**config.mk**
```make
export PLATFORM = sky130hd
export DESIGN_NAME = ttc_timer
export DESIGN_NICKNAME = d
export VERILOG_FILES = /design/src/ttc_pkg.sv /design/src/ttc_timer.sv
export SDC_FILE = /design/constraint.sdc
export NUM_CORES = 1
export LEC_CHECK = 0
export BUFFER_PORTS_ARGS = -buffer_cell sky130_fd_sc_hd__buf_2
export CORE_ASPECT_RATIO = 1.1
export CORE_MARGIN = 10
export CORE_UTILIZATION = 35
export CTS_CLUSTER_SIZE = 16
export DETAILED_ROUTE_END_ITERATION = 8
export PLACE_DENSITY = 0.66
export SYNTH_ARGS = -nofsm -noshare
export SYNTH_HDL_FRONTEND = slang
export SYNTH_SLANG_ARGS = --single-unit
```
**constraint.sdc**
```tcl
create_clock -name clk_i -period 3.02 [get_ports clk_i]
set_clock_uncertainty 0.05 [all_clocks]
set_input_delay 0.604 -clock clk_i [delete_from_list [all_inputs] [get_ports clk_i]]
set_output_delay 0.604 -clock clk_i [all_outputs]
set_load 0.02 [all_outputs]
```
**src/ttc_pkg.sv**
```systemverilog
// package: register map, field layout and reset values of the tick timer
package ttc_pkg;
   localparam int          CNT_W         = 24;
   localparam int          ADDR_W        = 4;
   // byte offsets inside the timer window
   localparam logic [3:0]  OFS_CTRL      = 4'h0;
   localparam logic [3:0]  OFS_WRAP      = 4'h4;
   localparam logic [3:0]  OFS_VALUE     = 4'h8;
   // control and status fields
   localparam int          BIT_ENABLE    = 0;
   localparam int          BIT_TICK_EN   = 1;
   localparam int          BIT_CLK_SRC   = 2;
   localparam int          BIT_FLAG      = 16;
   localparam logic [31:0] CTRL_RESET    = 32'h0000_0000;
   localparam logic [23:0] WRAP_RESET    = 24'h00_0000;
   localparam logic [23:0] VALUE_RESET   = 24'h00_0000;
   localparam logic [31:0] UNMAPPED_DATA = 32'h0000_0000;
endpackage : ttc_pkg

```
**src/ttc_timer.sv**
```systemverilog
// tick timer: control, wrap value and current value behind a wishbone slave
//
// What this block does
// (RL1) A read of the current value returns the count held at the moment of the access.
// (RL2) Bits 31:24 of the current value read as zero and software must keep them.
// (RL3) Any write to the current value forces the count to zero whatever the data.
// (RL4) Such a write also clears the reached-zero flag in the same cycle.
// (RL5) Software gets no atomicity between reading and writing the count.
// (RL6) There is no calibration register; only control, wrap value and current value exist.
// (RL7) While enabled the count goes down to zero, reloads the wrap value next edge, and goes on.
// (RL8) Reaching zero sets the reached-zero flag, which clears when control is read.
// (RL9) A clearing write to the current value never raises the tick request.
// (RL10) While the core is halted for debug the count neither decrements nor reloads.
// (RL11) A clearing write in the same cycle as a decrement or reload wins.
`timescale 1ns/1ns
`default_nettype none
module ttc_timer #(
   // width of the live count; whole byte lanes only, so the top byte of the word stays reserved
   parameter int COUNT_W = ttc_pkg::CNT_W
) (
   input  wire logic        clk_i,
   input  wire logic        rst_i,
   input  wire logic        wb_cyc_i,
   input  wire logic        wb_stb_i,
   input  wire logic        wb_we_i,
   input  wire logic [3:0]  wb_adr_i,
   input  wire logic [3:0]  wb_sel_i,
   input  wire logic [31:0] wb_dat_i,
   output logic      [31:0] wb_dat_o,
   output logic             wb_ack_o,
   input  wire logic        debug_halt_i,
   output logic             tick_o
);
   localparam int LANES = COUNT_W / 8;

   logic [COUNT_W-1:0] count;
   logic [COUNT_W-1:0] next_count;
   logic [COUNT_W-1:0] wrap;
   logic [COUNT_W-1:0] next_wrap;
   logic [COUNT_W-1:0] wrap_merge;
   logic [COUNT_W-1:0] count_one;
   logic        enable;
   logic        next_enable;
   logic        tick_en;
   logic        next_tick_en;
   logic        flag;
   logic        next_flag;
   logic        next_tick;
   logic [31:0] next_dat;
   logic        next_ack;
   logic        req;
   logic        wr_ctrl;
   logic        wr_wrap;
   logic        wr_value;
   logic        rd_ctrl;
   logic        hit_zero;

   // elaboration check: byte lanes must be whole and the reserved top byte must survive
   if (COUNT_W < 8 || COUNT_W > 24 || COUNT_W % 8 != 0) begin : g_bad_width
      $error("COUNT_W must be 8, 16 or 24");
   end

   assign count_one = COUNT_W'(1);

   // byte lanes of the wrap value; a lane without its select keeps the old byte
   for (genvar g = 0; g < LANES; g++) begin : g_wrap_lane
      assign wrap_merge[g*8 +: 8] = wb_sel_i[g] ? wb_dat_i[g*8 +: 8] : wrap[g*8 +: 8];
   end

   // a new request only when the previous ack has dropped, so one access is one cycle of effect
   assign req      = wb_cyc_i & wb_stb_i & ~wb_ack_o;
   assign wr_ctrl  = req & wb_we_i & (wb_adr_i == ttc_pkg::OFS_CTRL) & wb_sel_i[0];
   assign wr_wrap  = req & wb_we_i & (wb_adr_i == ttc_pkg::OFS_WRAP);
   // (RL3) any write clears
   assign wr_value = req & wb_we_i & (wb_adr_i == ttc_pkg::OFS_VALUE);
   assign rd_ctrl  = req & ~wb_we_i & (wb_adr_i == ttc_pkg::OFS_CTRL);
   // counting 1 -> 0 is the event; a count parked at zero by a write is not
   assign hit_zero = enable & ~debug_halt_i & (count == count_one);

   always_comb begin
      next_count   = count;
      next_wrap    = wrap;
      next_enable  = enable;
      next_tick_en = tick_en;
      next_flag    = flag;
      next_tick    = 1'b0;
      if (wr_ctrl) begin
         next_enable  = wb_dat_i[ttc_pkg::BIT_ENABLE];
         next_tick_en = wb_dat_i[ttc_pkg::BIT_TICK_EN];
      end
      if (wr_wrap) begin
         next_wrap = wrap_merge;
      end
      // (RL10) hold in debug halt
      if (enable && !debug_halt_i) begin
         // (RL7) reload at zero
         if (count == '0)
            next_count = wrap;
         else
            next_count = count - count_one;
      end
      // (RL8) clear on control read
      if (rd_ctrl)
         next_flag = 1'b0;
      // (RL8) set wins over read clear
      if (hit_zero) begin
         next_flag = 1'b1;
         next_tick = tick_en;
      end
      // (RL11) clearing write wins
      if (wr_value) begin
         next_count = '0;
         // (RL4) flag cleared too
         next_flag  = 1'b0;
         // (RL9) no tick from write
         next_tick  = 1'b0;
      end
   end

   always_comb begin
      next_ack = req;
      next_dat = ttc_pkg::UNMAPPED_DATA;
      if (req && !wb_we_i) begin
         unique case (wb_adr_i)
            ttc_pkg::OFS_CTRL: begin
               next_dat[ttc_pkg::BIT_ENABLE]  = enable;
               next_dat[ttc_pkg::BIT_TICK_EN] = tick_en;
               // only the core clock is offered, so the source bit reads one
               next_dat[ttc_pkg::BIT_CLK_SRC] = 1'b1;
               next_dat[ttc_pkg::BIT_FLAG]    = flag;
            end
            ttc_pkg::OFS_WRAP:  next_dat[COUNT_W-1:0] = wrap;
            // (RL1) (RL2) live count, top byte zero
            ttc_pkg::OFS_VALUE: next_dat[COUNT_W-1:0] = count;
            // (RL6) no calibration word; unmapped reads zero
            default:            next_dat = ttc_pkg::UNMAPPED_DATA;
         endcase
      end
   end

   always_ff @(posedge clk_i) begin
      if (rst_i) begin
         count    <= COUNT_W'(ttc_pkg::VALUE_RESET);
         wrap     <= COUNT_W'(ttc_pkg::WRAP_RESET);
         enable   <= ttc_pkg::CTRL_RESET[ttc_pkg::BIT_ENABLE];
         tick_en  <= ttc_pkg::CTRL_RESET[ttc_pkg::BIT_TICK_EN];
         flag     <= ttc_pkg::CTRL_RESET[ttc_pkg::BIT_FLAG];
         tick_o   <= 1'b0;
         wb_ack_o <= 1'b0;
         wb_dat_o <= 32'h0000_0000;
      end else begin
         count    <= next_count;
         wrap     <= next_wrap;
         enable   <= next_enable;
         tick_en  <= next_tick_en;
         flag     <= next_flag;
         tick_o   <= next_tick;
         wb_ack_o <= next_ack;
         wb_dat_o <= next_dat;
      end
   end
endmodule : ttc_timer
`default_nettype wire

```
# == Word level (Yosys, flattened, before mapping) ==
# Cells that the tools add are included.
# word_totals
in_bits,46
output_inout_bits,34
ff_bits,85
elab_cells,51
# classes
addsub,1
n_eq_ne,3
reduce_logical,13
muxes,7
bitwise_logic,16
# ops
operator,n
$pmux 13 s2,1
$eq 24x1->1 const B,1
$logic_not 24->1,1
$mux 24,1
$sub 24x1->24 const B,1
$pmux 7 s2,1
$and 1x1->1,11
$pmux 3 s3,1
$reduce_and 2->1,3
$not 1->1,5
$eq 4x3->1 const B,1
$eq 4x4->1 const B,1
$logic_not 4->1,1
$reduce_or 2->1,2
$pmux 1 s3,1
$reduce_or 3->1,1
$logic_and 1x1->1,2
$logic_not 1->1,2
$mux 1,2
$reduce_bool 2->1,1

# == Longest topological paths before layout ==
# Gate-level depths: netlist (run 1).
# logic_depth
ltp_word,6
depth_mapped,9
ltp_nobuf,7

# == Worst setup path after synthesis (run 1) ==
# Ideal clock, no wire load.
# synth_timing
kind,in2reg
start,input port wb_adr_i[3]
end,register count[21]
path_slack_ns,0.804
setup_ns,0.117
arrival_ns,2.048
cell_stages,6
required_ns,2.853
path_buffers,2
path_cell_list,clkbuf_1 > inv_1 > nor4_1 > a21oi_1 > clkbuf_1 > a32o_1
# synth_between
elab_chain_cells,3
# synth_lines
element,line_no,text
"start, declared",ttc_timer.sv:26,"input wire logic [3:0] wb_adr_i,"
$eq 4x4->1,ttc_timer.sv:75,assign wr_value = req & wb_we_i & (wb_adr_i == ttc_pkg::OFS_VALUE);
$and 1x1->1,ttc_timer.sv:75,
$reduce_or 2->1 (no line),-,
"end signal, assigned",ttc_timer.sv:143,count <= COUNT_W'(ttc_pkg::VALUE_RESET);
"end signal, assigned",ttc_timer.sv:152,count <= next_count;
"end, declared",ttc_timer.sv:36,logic [COUNT_W-1:0] count;
# No other way between the ends.
# A chain may end at the register's enable or synchronous reset.

# == Worst setup path after layout (run 1) ==
# layout_timing
start,register count[0]
end,register count[21]
# layout_between
elab_chain_cells,2
elab_cells_between_ends,3
classes_between,add/sub (1); mux (1); reduce/logical (1)
# layout_lines
element,line_no,text
$sub 24x1->24 / $logic_not 24->1 (equally long branches),"ttc_timer.sv:100, ttc_timer.sv:97",
$mux 24 *,ttc_timer.sv:97,if (count == '0)
# Every way passes the cells marked *; elsewhere a longest branch is shown, timed or not.

==> results.txt, run 1 <==
Outcome - finished clean
Setup Buffers After CTS - 0
Largest net degree at the start of global routing - 31
TNS Setup - 0 ps
Root Buffer - clkbuf_8
CP max FO - 13
Iteration-0 DRC Markers - 182
DRT Pass-1 Iters - 4
Crit path max-delay family - simple AND/OR/NAND/NOR gates
Mapped Area - 0.00362 mm^2
Fin nets - 528
Vias in the first global route - 3332
R2R Setup Slk - 610 ps
CTS Hold Bufs - 0
Number of vias per cell - 5.50
Top cells by area, synth - dfxtp_1 (43%), mux2i_1 (9.4%), nor2_1 (7.7%)
Critical path launch point type - flop
Footprint of the multi-input gates - 0.00190 mm^2
Sequential cell area - 0.00154 mm^2
Global-route wire length before repair - 17300 um
Routed WL - 10500 um
Final core occ - 42.7%
Placed inst area - 0.00405 mm^2
DIE WIDTH - 117 um
Critical Path RT - 3220 ps
Skew-Pair Late Insertion Delay - 360 ps
Slew HR - 61.9%
Starting Density - 36.3%
# diodes - 0
Share of the synthesized area in the top cell type - 42.5%
Area leader, netlist - dfxtp_1
CP Capture Type - flop
CTS clk-pin slew, worst paths - 80 ps
R2R depth - 8
Resized cells post-CTS - 0
CTS H-tree depth - 3
Grt total ovfl - 0
Detailed-route via count - 3325
Clk sinks - 77
Crit path DAT - 2610 ps
Synth warn - 0
Maxcap violations - 0
Die H - 127 um
Critical Path Slowest Stage Cell - dfxtp_1
WP depth - 8
Post-synthesis cell type count - 52
Fmax - 414 MHz
IO Pins - 80
Total GRT Usage - 14.7%
IO buf count - 62
Min Hold Slack - 419 ps
CTS max path bufs - 2
Flops & latches, synth - 77
Area of the die - 0.0148 mm^2
Max Slew Vio Count - 0
Tot Pwr - 0.00195 W
Initial antenna violation count - 0
CP Buf/Inv Count - 2
Final Critical Period - 2410 ps
Routed Antenna Nets - 0
CP max stage delay - 380 ps
Maximum VDD drop - 0.241 mV
Fin. Hold Viols - 0
Final Cell Area - 0.00427 mm^2
CTS tree - yes
# fillers - 1025
DRC Markers - 0
RR Endpoint - count[21]
Fin crit share - 80.0%
Area Overhead vs Synth - 17.8%
Crit path to - count[21]
RSZ-0062 raised after global routing - false
Worst hold path class - in2reg
Post-synthesis sequential area ratio - 42.5%
Num CTS Buffers - 9
Core ar. - 0.00998 mm^2
RePlAce Congestion - 0.902
Synth Instances - 420
Number of placement rows - 38
Routed len/inst - 17.4 um
# setup viols final - 0
Origin of the worst setup path - count[0]
HPWL after DPL - 7570 um
Reg2reg start - count[0]
Post-synth EDFFs - 0
Mean Syn Cell Area - 8.63 um^2
Critical path, cell by cell - inv_1 -> ha_1 -> nor4b_1 -> nand4_2 -> or2_1 -> buf_4 -> mux2_4 -> a32o_1
Share of cells above drive strength 1 - 21.5%
Setup Crit Path Kind - reg2reg
Pwr/cell area - 458 mW/mm^2
Main flop type after synthesis - dfxtp_1
Fraction of registers with async set/reset - 0%
Worst Tran Pin Value - 571 ps
LEAKAGE - 1.87 nW
==> report_power, final <==
part	internal [W]	switching [W]	total (W)
clock network	0.000466	0.000386	0.000851
registers	0.00102	0.00000125	0.00102
logic	0.0000314	0.0000552	0.0000866
==> cells in the final DEF (no fill, tap or decap), types with 11 or more instances in the layout <==
master	count
dfxtp_1	77
nor2_1	74
buf_2	62
mux2i_1	34
nand2_1	25
a22oi_1	22
a21oi_1	17
buf_4	15
o21ai_0	14
inv_1	11
nor3_1	11
nand3_1	11
==> worst min-delay path by stage <==
stage	startpoint	to	cells after the start	slack, ps
6_report	wb_dat_i[15]	wrap[15]	3	420
5_1_grt	wb_dat_i[16]	wrap[16]	3	430
4_1_cts	wb_dat_i[15]	wrap[15]	3	410
3_5_place_dp	flag	flag	2	410
3_3_place_gp	flag	flag	2	410
2_1_floorplan	flag	flag	2	390
==> through the flow <==
stage	setup slack (ps)	cells
after floorplan	804	427
after global placement	592	588
after detailed placement	603	588
after CTS	591	604
after global routing	356	604
final	605	604
==> worst register-to-register path, stage by stage (launching register included) <==
cell and delay [ps]:
dfxtp_1 380, inv_1 120, ha_1 170, nor4b_1 310
nand4_2 270, or2_1 310, buf_4 210, mux2_4 310
a32o_1 200
==> registers in the layout, indices dropped and copies added, names as in the netlist <==
register and cells:
count 24, wrap 24, tick_en 1, tick_o 1
wb_ack_o 1, wb_dat_o 24, enable 1, flag 1
==> synth_stat cells, types with 2 or more instances <==
| cell type | count |
|---|---|
| o31ai_1 | 4 |
| nor2_1 | 74 |
| o41ai_1 | 2 |
| nand3b_1 | 2 |
| buf_6 | 2 |
| buf_2 | 2 |
| mux2_4 | 3 |
| nor2b_1 | 3 |
| buf_4 | 8 |
| or4_1 | 4 |
| inv_1 | 11 |
| nand2b_1 | 3 |
| nor4_1 | 8 |
| mux2i_1 | 34 |
| dfxtp_1 | 77 |
| or3_1 | 6 |
| a221oi_1 | 3 |
| nor4b_1 | 3 |
| clkbuf_1 | 22 |
| a32o_1 | 3 |
| o31a_1 | 2 |
| a21oi_1 | 17 |
| nor3b_1 | 2 |
| nand2_1 | 25 |
| nor3_1 | 11 |
| nand4_1 | 5 |
| nand3_1 | 11 |
| o21ai_0 | 14 |
| buf_1 | 2 |
| or2_2 | 2 |
| a31oi_1 | 7 |
| a22oi_1 | 22 |
| nor4_4 | 2 |
| o22ai_1 | 4 |
| ha_1 | 3 |
==> area by class of cell <==
class	instances	share of cell area [%]
Clock buffer	10	2.99
Tap cell	120	3.52
Inverter	11	0.967
Timing Repair Buffer	77	9.91
Multi-Input combinational cell	303	44.4
Sequential cell	77	36.1
Clock inverter	6	2.05
==> kinds of logic after synthesis <==
family	count (synthesis)	share of synthesized area (%)
and+or+nand+nor	167	23.0
AOI/OAI and AO/OA	87	16.2
DFF	77	42.5
buffers and inverters	47	6.18
muxes	38	10.9
adders and majority gates	3	1.04
other	1	0.103
==> routing by layer <==
| metal | global-route usage, % | routed length [um] | up-vias |
|---|---|---|---|
| met4 | 7.50 | 242 | 0 |
| met3 | 2.64 | 612 | 18 |
| met5 | 0 | 0 | - |
| li1 | - | - | 1617 |
| met2 | 22.5 | 4880 | 112 |
| met1 | 19.2 | 4800 | 1578 |
No activity file was read; power rests on OpenSTA's default activity.
==> run 2, diff against run 1 <==
Settings changed: ABC_AREA from default to 1, PLACE_DENSITY 0.66 to 0.65.
Clock period 3.02 ns to 2.5 ns, I/O delays scaled along.
==> run 2 against run 1 <==
Die area increased by 6.4%. Flip-flop and latch count unchanged. Cell count increased by 32%. Critical endpoint is now count[0].
==> results.txt, run 2 <==
Outcome - finished clean
HPWL after DPL - 8090 um (+6.8%)
Root Buffer - clkbuf_16
Routed WL - 10700 um (+1.8%)
# fillers - 1199 (+17%)
Detailed-route via count - 3909 (+18%)
DRT Pass-1 Iters - 4 (unchanged)
LEAKAGE - 1.97 nW (+5.2%)
Area of the die - 0.0158 mm^2 (+6.4%)
Worst hold path class - in2reg
Routed Antenna Nets - 0 (unchanged)
Share of the synthesized area in the top cell type - 39.5% (-3.0 points)
R2R depth - 9 (+1)
Placed inst area - 0.00433 mm^2 (+6.8%)
Vias in the first global route - 3729 (+12%)
Reg2reg start - count[6]
Post-synthesis cell type count - 32 (-38%)
Setup Crit Path Kind - reg2reg
Largest registers - count: 24 flops, wb_dat_o: 24 flops, wrap: 24 flops
Area leader, netlist - dfxtp_1
CTS tree - yes
Critical path launch point type - flop
CTS Hold Bufs - 0 (unchanged)
P_int - 0.00209 W (+38%)
Fraction of registers with async set/reset - 0% (unchanged)
TNS Setup - 0 ps (unchanged)
Starting Density - 35.8% (-0.53 points)
CP max FO - 18 (+5)
Pwr/cell area - 576 mW/mm^2 (+26%)
R2R Setup Slk - 520 ps (-90 ps)
Routed len/inst - 13.5 um (-23%)
Total GRT Usage - 13.5% (-1.1 points)
Busiest grt layer - met2
Flops & latches, synth - 77 (unchanged)
IO Pins - 80 (unchanged)
Synth warn - 0 (unchanged)
Grt total ovfl - 0 (unchanged)
Met2 global-route usage - 24.1% (+1.7 points)
Clk sinks - 77 (unchanged)
CP Capture Type - flop
Number of placement rows - 40 (+5.3%)
Met3 Use GR - 2.62% (-0.022 points)
Synth Instances - 585 (+39%)
Pre-CTS setup slack - 362 ps (-241 ps)
Fin crit share - 79.4% (-0.58 points)
Met1 GRT Util - 15.6% (-3.6 points)
Die H - 131 um (+3.2%)
Post-synth EDFFs - 0 (unchanged)
Share of cells above drive strength 1 - 16.5% (-5.0 points)
Crit path to - count[0]
DRC Markers - 0 (unchanged)
Slew HR - 60.9% (-1.1 points)
Switching Fraction - 21.7% (-0.91 points)
Critical Path RT - 2680 ps (-540 ps)
RePlAce Congestion - 0.885 (-1.8%)
Final Critical Period - 1980 ps (-430 ps)
Count leader, synth - nor2_1
Most common cell after layout, fill and taps aside - nor2_1
Min Hold Slack - 301 ps (-118 ps)
Max Slew Vio Count - 0 (unchanged)
Clock power share - 49.3% (+5.8 points)
CTS H-tree depth - 3 (unchanged)
Resized cells post-CTS - 0 (unchanged)
CTS clk-pin slew, worst paths - 60 ps (-20 ps)
Core ar. - 0.0109 mm^2 (+9.3%)
Main flop type after synthesis - dfxtp_1
Final Cell Area - 0.00463 mm^2 (+8.5%)
Setup Buffers After CTS - 0 (unchanged)
IO buf count - 62 (unchanged)
Top cells by area, synth - dfxtp_1 (40%), nor2_1 (12%), nand2_1 (9.4%)
Origin of the worst setup path - count[6]
RSZ-0062 raised after global routing - false
Mapped Area - 0.00390 mm^2 (+7.7%)
Area Overhead vs Synth - 18.7%
# setup viols final - 0 (unchanged)
Worst Tran Pin Value - 587 ps (+15.9 ps)
Post-route worst setup slack - 516 ps (-89.7 ps)
# diodes - 0 (unchanged)
Mean Syn Cell Area - 6.67 um^2 (-23%)
Number of vias per cell - 4.92 (-11%)
Maximum VDD drop - 0.368 mV (+53%)
RR Endpoint - count[0]
Final core occ - 42.4% (-0.31 points)
Initial antenna violation count - 0 (unchanged)
Fin. Hold Viols - 0 (unchanged)
Top post-synthesis cells by count - nor2_1 (120), nand2_1 (98), dfxtp_1 (77)
Sw Pwr - 0.000579 W (+31%)
Largest net degree at the start of global routing - 32 (+3.2%)
Skew-Pair Late Insertion Delay - 340 ps (-20 ps)
DIE WIDTH - 121 um (+3.1%)
Fmax - 504 MHz (+22%)
Maxcap violations - 0 (unchanged)
Iteration-0 DRC Markers - 244 (+34%)
Sequential Power Share - 46.2% (-5.8 points)
Num CTS Buffers - 9 (unchanged)
Fin nets - 693 (+31%)
Crit path DAT - 2160 ps (-450 ps)
Global-route wire length before repair - 17500 um (+1.3%)
Combinational share of power - 4.6% (+0.2 points)
CTS max path bufs - 2 (unchanged)
Commonest non-fill, non-tap cells in the layout - nor2_1 (120), nand2_1 (98), dfxtp_1 (77), inv_1 (64), buf_2 (62)
Post-synthesis sequential area ratio - 39.5% (-3.0 points)
## run 2: per-stage QoR
| stage | total power (W) | cells |
|---|---|---|
| 3_5_place_dp | 0.00138 | 780 |
| 6_report | 0.00267 | 795 |
| 4_1_cts | 0.00269 | 795 |
| 3_3_place_gp | 0.00138 | 780 |
| 5_1_grt | 0.00274 | 795 |
| 2_1_floorplan | 0.00133 | 592 |
## run 2: metal layers
metal	up-vias	share of wire (%)	wire, um
met4	0	1.2	125
met5	-	0	0
met3	8	5.3	573
met1	1803	43	4600
met2	99	51	5420
li1	1999	-	-
## run 2: critical path, cell delays in order (launching register included)
cell and delay (ps):
dfxtp_1 330, nor2_1 180, nand2_1 170, nor2_1 150
nand3_2 330, buf_4 340, nand2_1 80, inv_1 30
o21ai_0 150, inv_1 50
## run 2: final cells by class
type	count	area, um^2	share of cell area [%]
Multi-Input combinational cell	417	1960	42.3
Clock inverter	4	47.5	1.03
Sequential cell	77	1540	33.3
Tap cell	147	184	3.97
Timing Repair Buffer	74	400	8.65
Inverter	65	244	5.27
Clock buffer	11	253	5.46
## run 2: power groups by stage
stage | logic [W] | clock network [W] | registers [W]
2_1_floorplan | 0.0000760 | 0 | 0.00126
3_3_place_gp | 0.000118 | 0 | 0.00126
3_5_place_dp | 0.000120 | 0 | 0.00126
4_1_cts | 0.000121 | 0.00133 | 0.00123
5_1_grt | 0.000134 | 0.00138 | 0.00123
6_report | 0.000122 | 0.00131 | 0.00123
## run 2: cells by family after synthesis
kind of cell,after synthesis,synth area share (%)
AND/OR/NAND/NOR,300,33.3
AO/OA/AOI/OAI,103,14.5
buffers and inverters,98,10.9
flip-flops,77,39.5
XOR/XNOR,3,0.674
adder cells (fa/ha/maj),3,0.962
other,1,0.0961
## run 2: worst min-delay path by stage
stage / startpoint / to / slack, ps / cells after the start
after floorplan: enable / enable / 390 / 2
after global placement: flag / flag / 410 / 2
after detailed placement: wrap[5] / wrap[5] / 410 / 2
after CTS: rst_i / wb_ack_o / 290 / 2
after global routing: rst_i / wb_ack_o / 310 / 2
final: rst_i / wb_ack_o / 300 / 2
==> run 3, diff against run 2 <==
Settings changed: ABC_AREA 1 to 0, PLACE_DENSITY 0.65 to 0.68.
Clock period 2.5 ns to 1.75 ns, I/O delays scaled along.
==> run 3 against run 2 <==
The run now ends with setup timing left. Sequential share of layout area decreased by 3.0 points. Total power increased by 23%. Critical path type unchanged. Largest power group is now sequential cells. Critical path depth decreased by 4.
==> results.txt, run 3 (synthesis gave the netlist of run 1 again) <==
Die H - 127 um (-3.1%)
Commonest non-fill, non-tap cells in the layout - nor2_1 (72), buf_4 (72), dfxtp_1 (69), buf_2 (63), mux2i_1 (34)
Iteration-0 DRC Markers - 221 (-9.4%)
Critical path, cell by cell - buf_6 -> or4_4 -> or4_1 -> mux2_4 -> a21oi_2
Post-Layout Cell Count - 675 (-15%)
Root Buffer - clkbuf_8
Area Overhead vs Synth - 41.4%
Final Critical Period - 1980 ps (-8.67 ps)
Maximum VDD drop - 0.504 mV (+37%)
Detailed-route via count - 3616 (-7.5%)
CTS clk-pin slew, worst paths - 80 ps (+20 ps)
Number of placement rows - 38 (-5.0%)
Hold Path Depth - 3 (+1)
DRT Pass-1 Iters - 4 (unchanged)
Post-route worst setup slack - -226 ps (-741 ps)
Core ar. - 0.00998 mm^2 (-8.5%)
Placed cells - 649 (-17%)
Starting Density - 36.3% (+0.53 points)
Global-route wire length before repair - 19100 um (+9.2%)
CTS tree - yes
CTS max path bufs - 2 (unchanged)
Largest net degree at the start of global routing - 25 (-22%)
Met1 GRT Util - 19.8% (+4.3 points)
Routed WL - 11900 um (+11%)
Number of vias per cell - 5.36 (+8.9%)
Worst hold path class - in2reg
Initial antenna violation count - 0 (unchanged)
Fin. Hold Viols - 0 (unchanged)
IO Pins - 80 (unchanged)
Crit path max-delay family - simple AND/OR/NAND/NOR gates
Max Slew Vio Count - 0 (unchanged)
Critical Path Slowest Stage Cell - or4_4
RePlAce Congestion - 0.874 (-1.3%)
Outcome - finished with violations
# diodes - 0 (unchanged)
Critical Path RT - 2010 ps (-670 ps)
Setup Crit Path Kind - reg2reg
Crit path DAT - 2240 ps (+80 ps)
Maxcap violations - 0 (unchanged)
Vias in the first global route - 3735 (+0.16%)
Met3 Use GR - 3.96% (+1.3 points)
WP depth - 5 (-4)
Clk sinks - 77 (unchanged)
Fin nets - 599 (-14%)
CTS H-tree depth - 3 (unchanged)
CP Capture Type - flop
Share of cells above drive strength 1 - 39.5% (+23 points)
RSZ-0062 raised after global routing - true
Final Cell Area - 0.00512 mm^2 (+11%)
Slew HR - 61.5% (+0.68 points)
Largest registers - count: 24 flops, wb_dat_o: 24 flops, wrap: 24 flops
Routed Antenna Nets - 0 (unchanged)
CP max stage delay - 510 ps (+170 ps)
CP Buf/Inv Count - 1 (-2)
Fmax - 506 MHz (+0.44%)
DIE WIDTH - 117 um (-3.0%)
Area of the die - 0.0148 mm^2 (-6.0%)
CP max FO - 3 (-15)
IO buf count - 62 (unchanged)
Total GRT Usage - 16.4% (+2.8 points)
Failing checks - setup timing
Fin crit share - 113% (+34 points)
LEAKAGE - 2.34 nW (+19%)
Num CTS Buffers - 9 (unchanged)
Pre-CTS setup slack - -227 ps (-589 ps)
R2R depth - 5 (-4)
# setup viols final - 24 (+24)
Pwr/cell area - 642 mW/mm^2 (+11%)
DRC Markers - 0 (unchanged)
Worst Tran Pin Value - 577 ps (-10.2 ps)
Routed len/inst - 17.7 um (+31%)
Critical path launch point type - flop
Skew-Pair Late Insertion Delay - 370 ps (+30 ps)
Met2 global-route usage - 26.3% (+2.1 points)
HPWL after DPL - 8680 um (+7.3%)
Grt total ovfl - 0 (unchanged)
Busiest grt layer - met2
R2R Setup Slk - -230 ps (-740 ps)
Placed inst area - 0.00459 mm^2 (+6.1%)
run 3: changes by cell type in the layout (fill, tap and decap cells not counted), moves of 15 or more:
cell	before	now
buf_4	12	72
mux2i_1	0	34
nand3_1	46	11
inv_1	64	9
nor2_1	120	72
a21oi_1	47	14
nand2_1	98	20
a22oi_1	0	20
nand4_1	20	5
run 3: path summary, 6_finish.rpt:
path	startpoint	endpoint
max reg2reg	count[9]	count[12]
max	count[9]	count[12]
min reg2reg	flag	flag
min	wb_dat_i[3]	wrap[3]
run 3: layout make-up:
type,count,area [um^2]
well taps,120,150
clock buffers,11,141
inverters,11,41.3
flip-flops and latches,77,1550
repair buffers,148,1040
multi-input cells,303,2140
clock inverters,5,50.0
fillers,936,4860
run 3: metal layers:
metal	up-vias	share of wire [%]	wire length (um)
li1	1762	-	-
met1	1701	43	5180
met2	128	48	5720
met3	25	6.0	714
met4	0	2.7	320
met5	-	0	0
run 3: timing repair:
item	4_1_cts	5_1_grt
pin swaps	11	11
resized for setup	34	23
buffers inserted	4	4
setup endpoints to repair	21	25
hold buffers	0	0
gates cloned	2	0
run 3: metrics by stage:
step                total power (W)  setup TNS, ps  utilization [%]  hold WS (ps)
floorplan                   0.00189          -2490                -           393
global placement            0.00196          -2150             46.0           421
detailed placement          0.00196          -2600             46.0           426
CTS                         0.00330          -2380             49.9           153
global route                0.00340          -4670             51.3           159
finish                      0.00329          -2520             51.3           163
run 3: worst reg2reg max path, cell delays in order, from the launching register on:
cell     delay (ps)
dfxtp_4         370
buf_6           110
or4_4           510
or4_1           490
mux2_4          280
a21oi_2         120
run 3: report_power, final:
| part | switching (W) | leakage [nW] | total (W) | internal [W] |
|---|---|---|---|---|
| registers | 0.00000232 | 0.624 | 0.00175 | 0.00175 |
| clock network | 0.000670 | 0.103 | 0.00136 | 0.000689 |
| logic | 0.000103 | 1.61 | 0.000178 | 0.0000746 |
| total | 0.000776 | 2.34 | 0.00329 | 0.00251 |
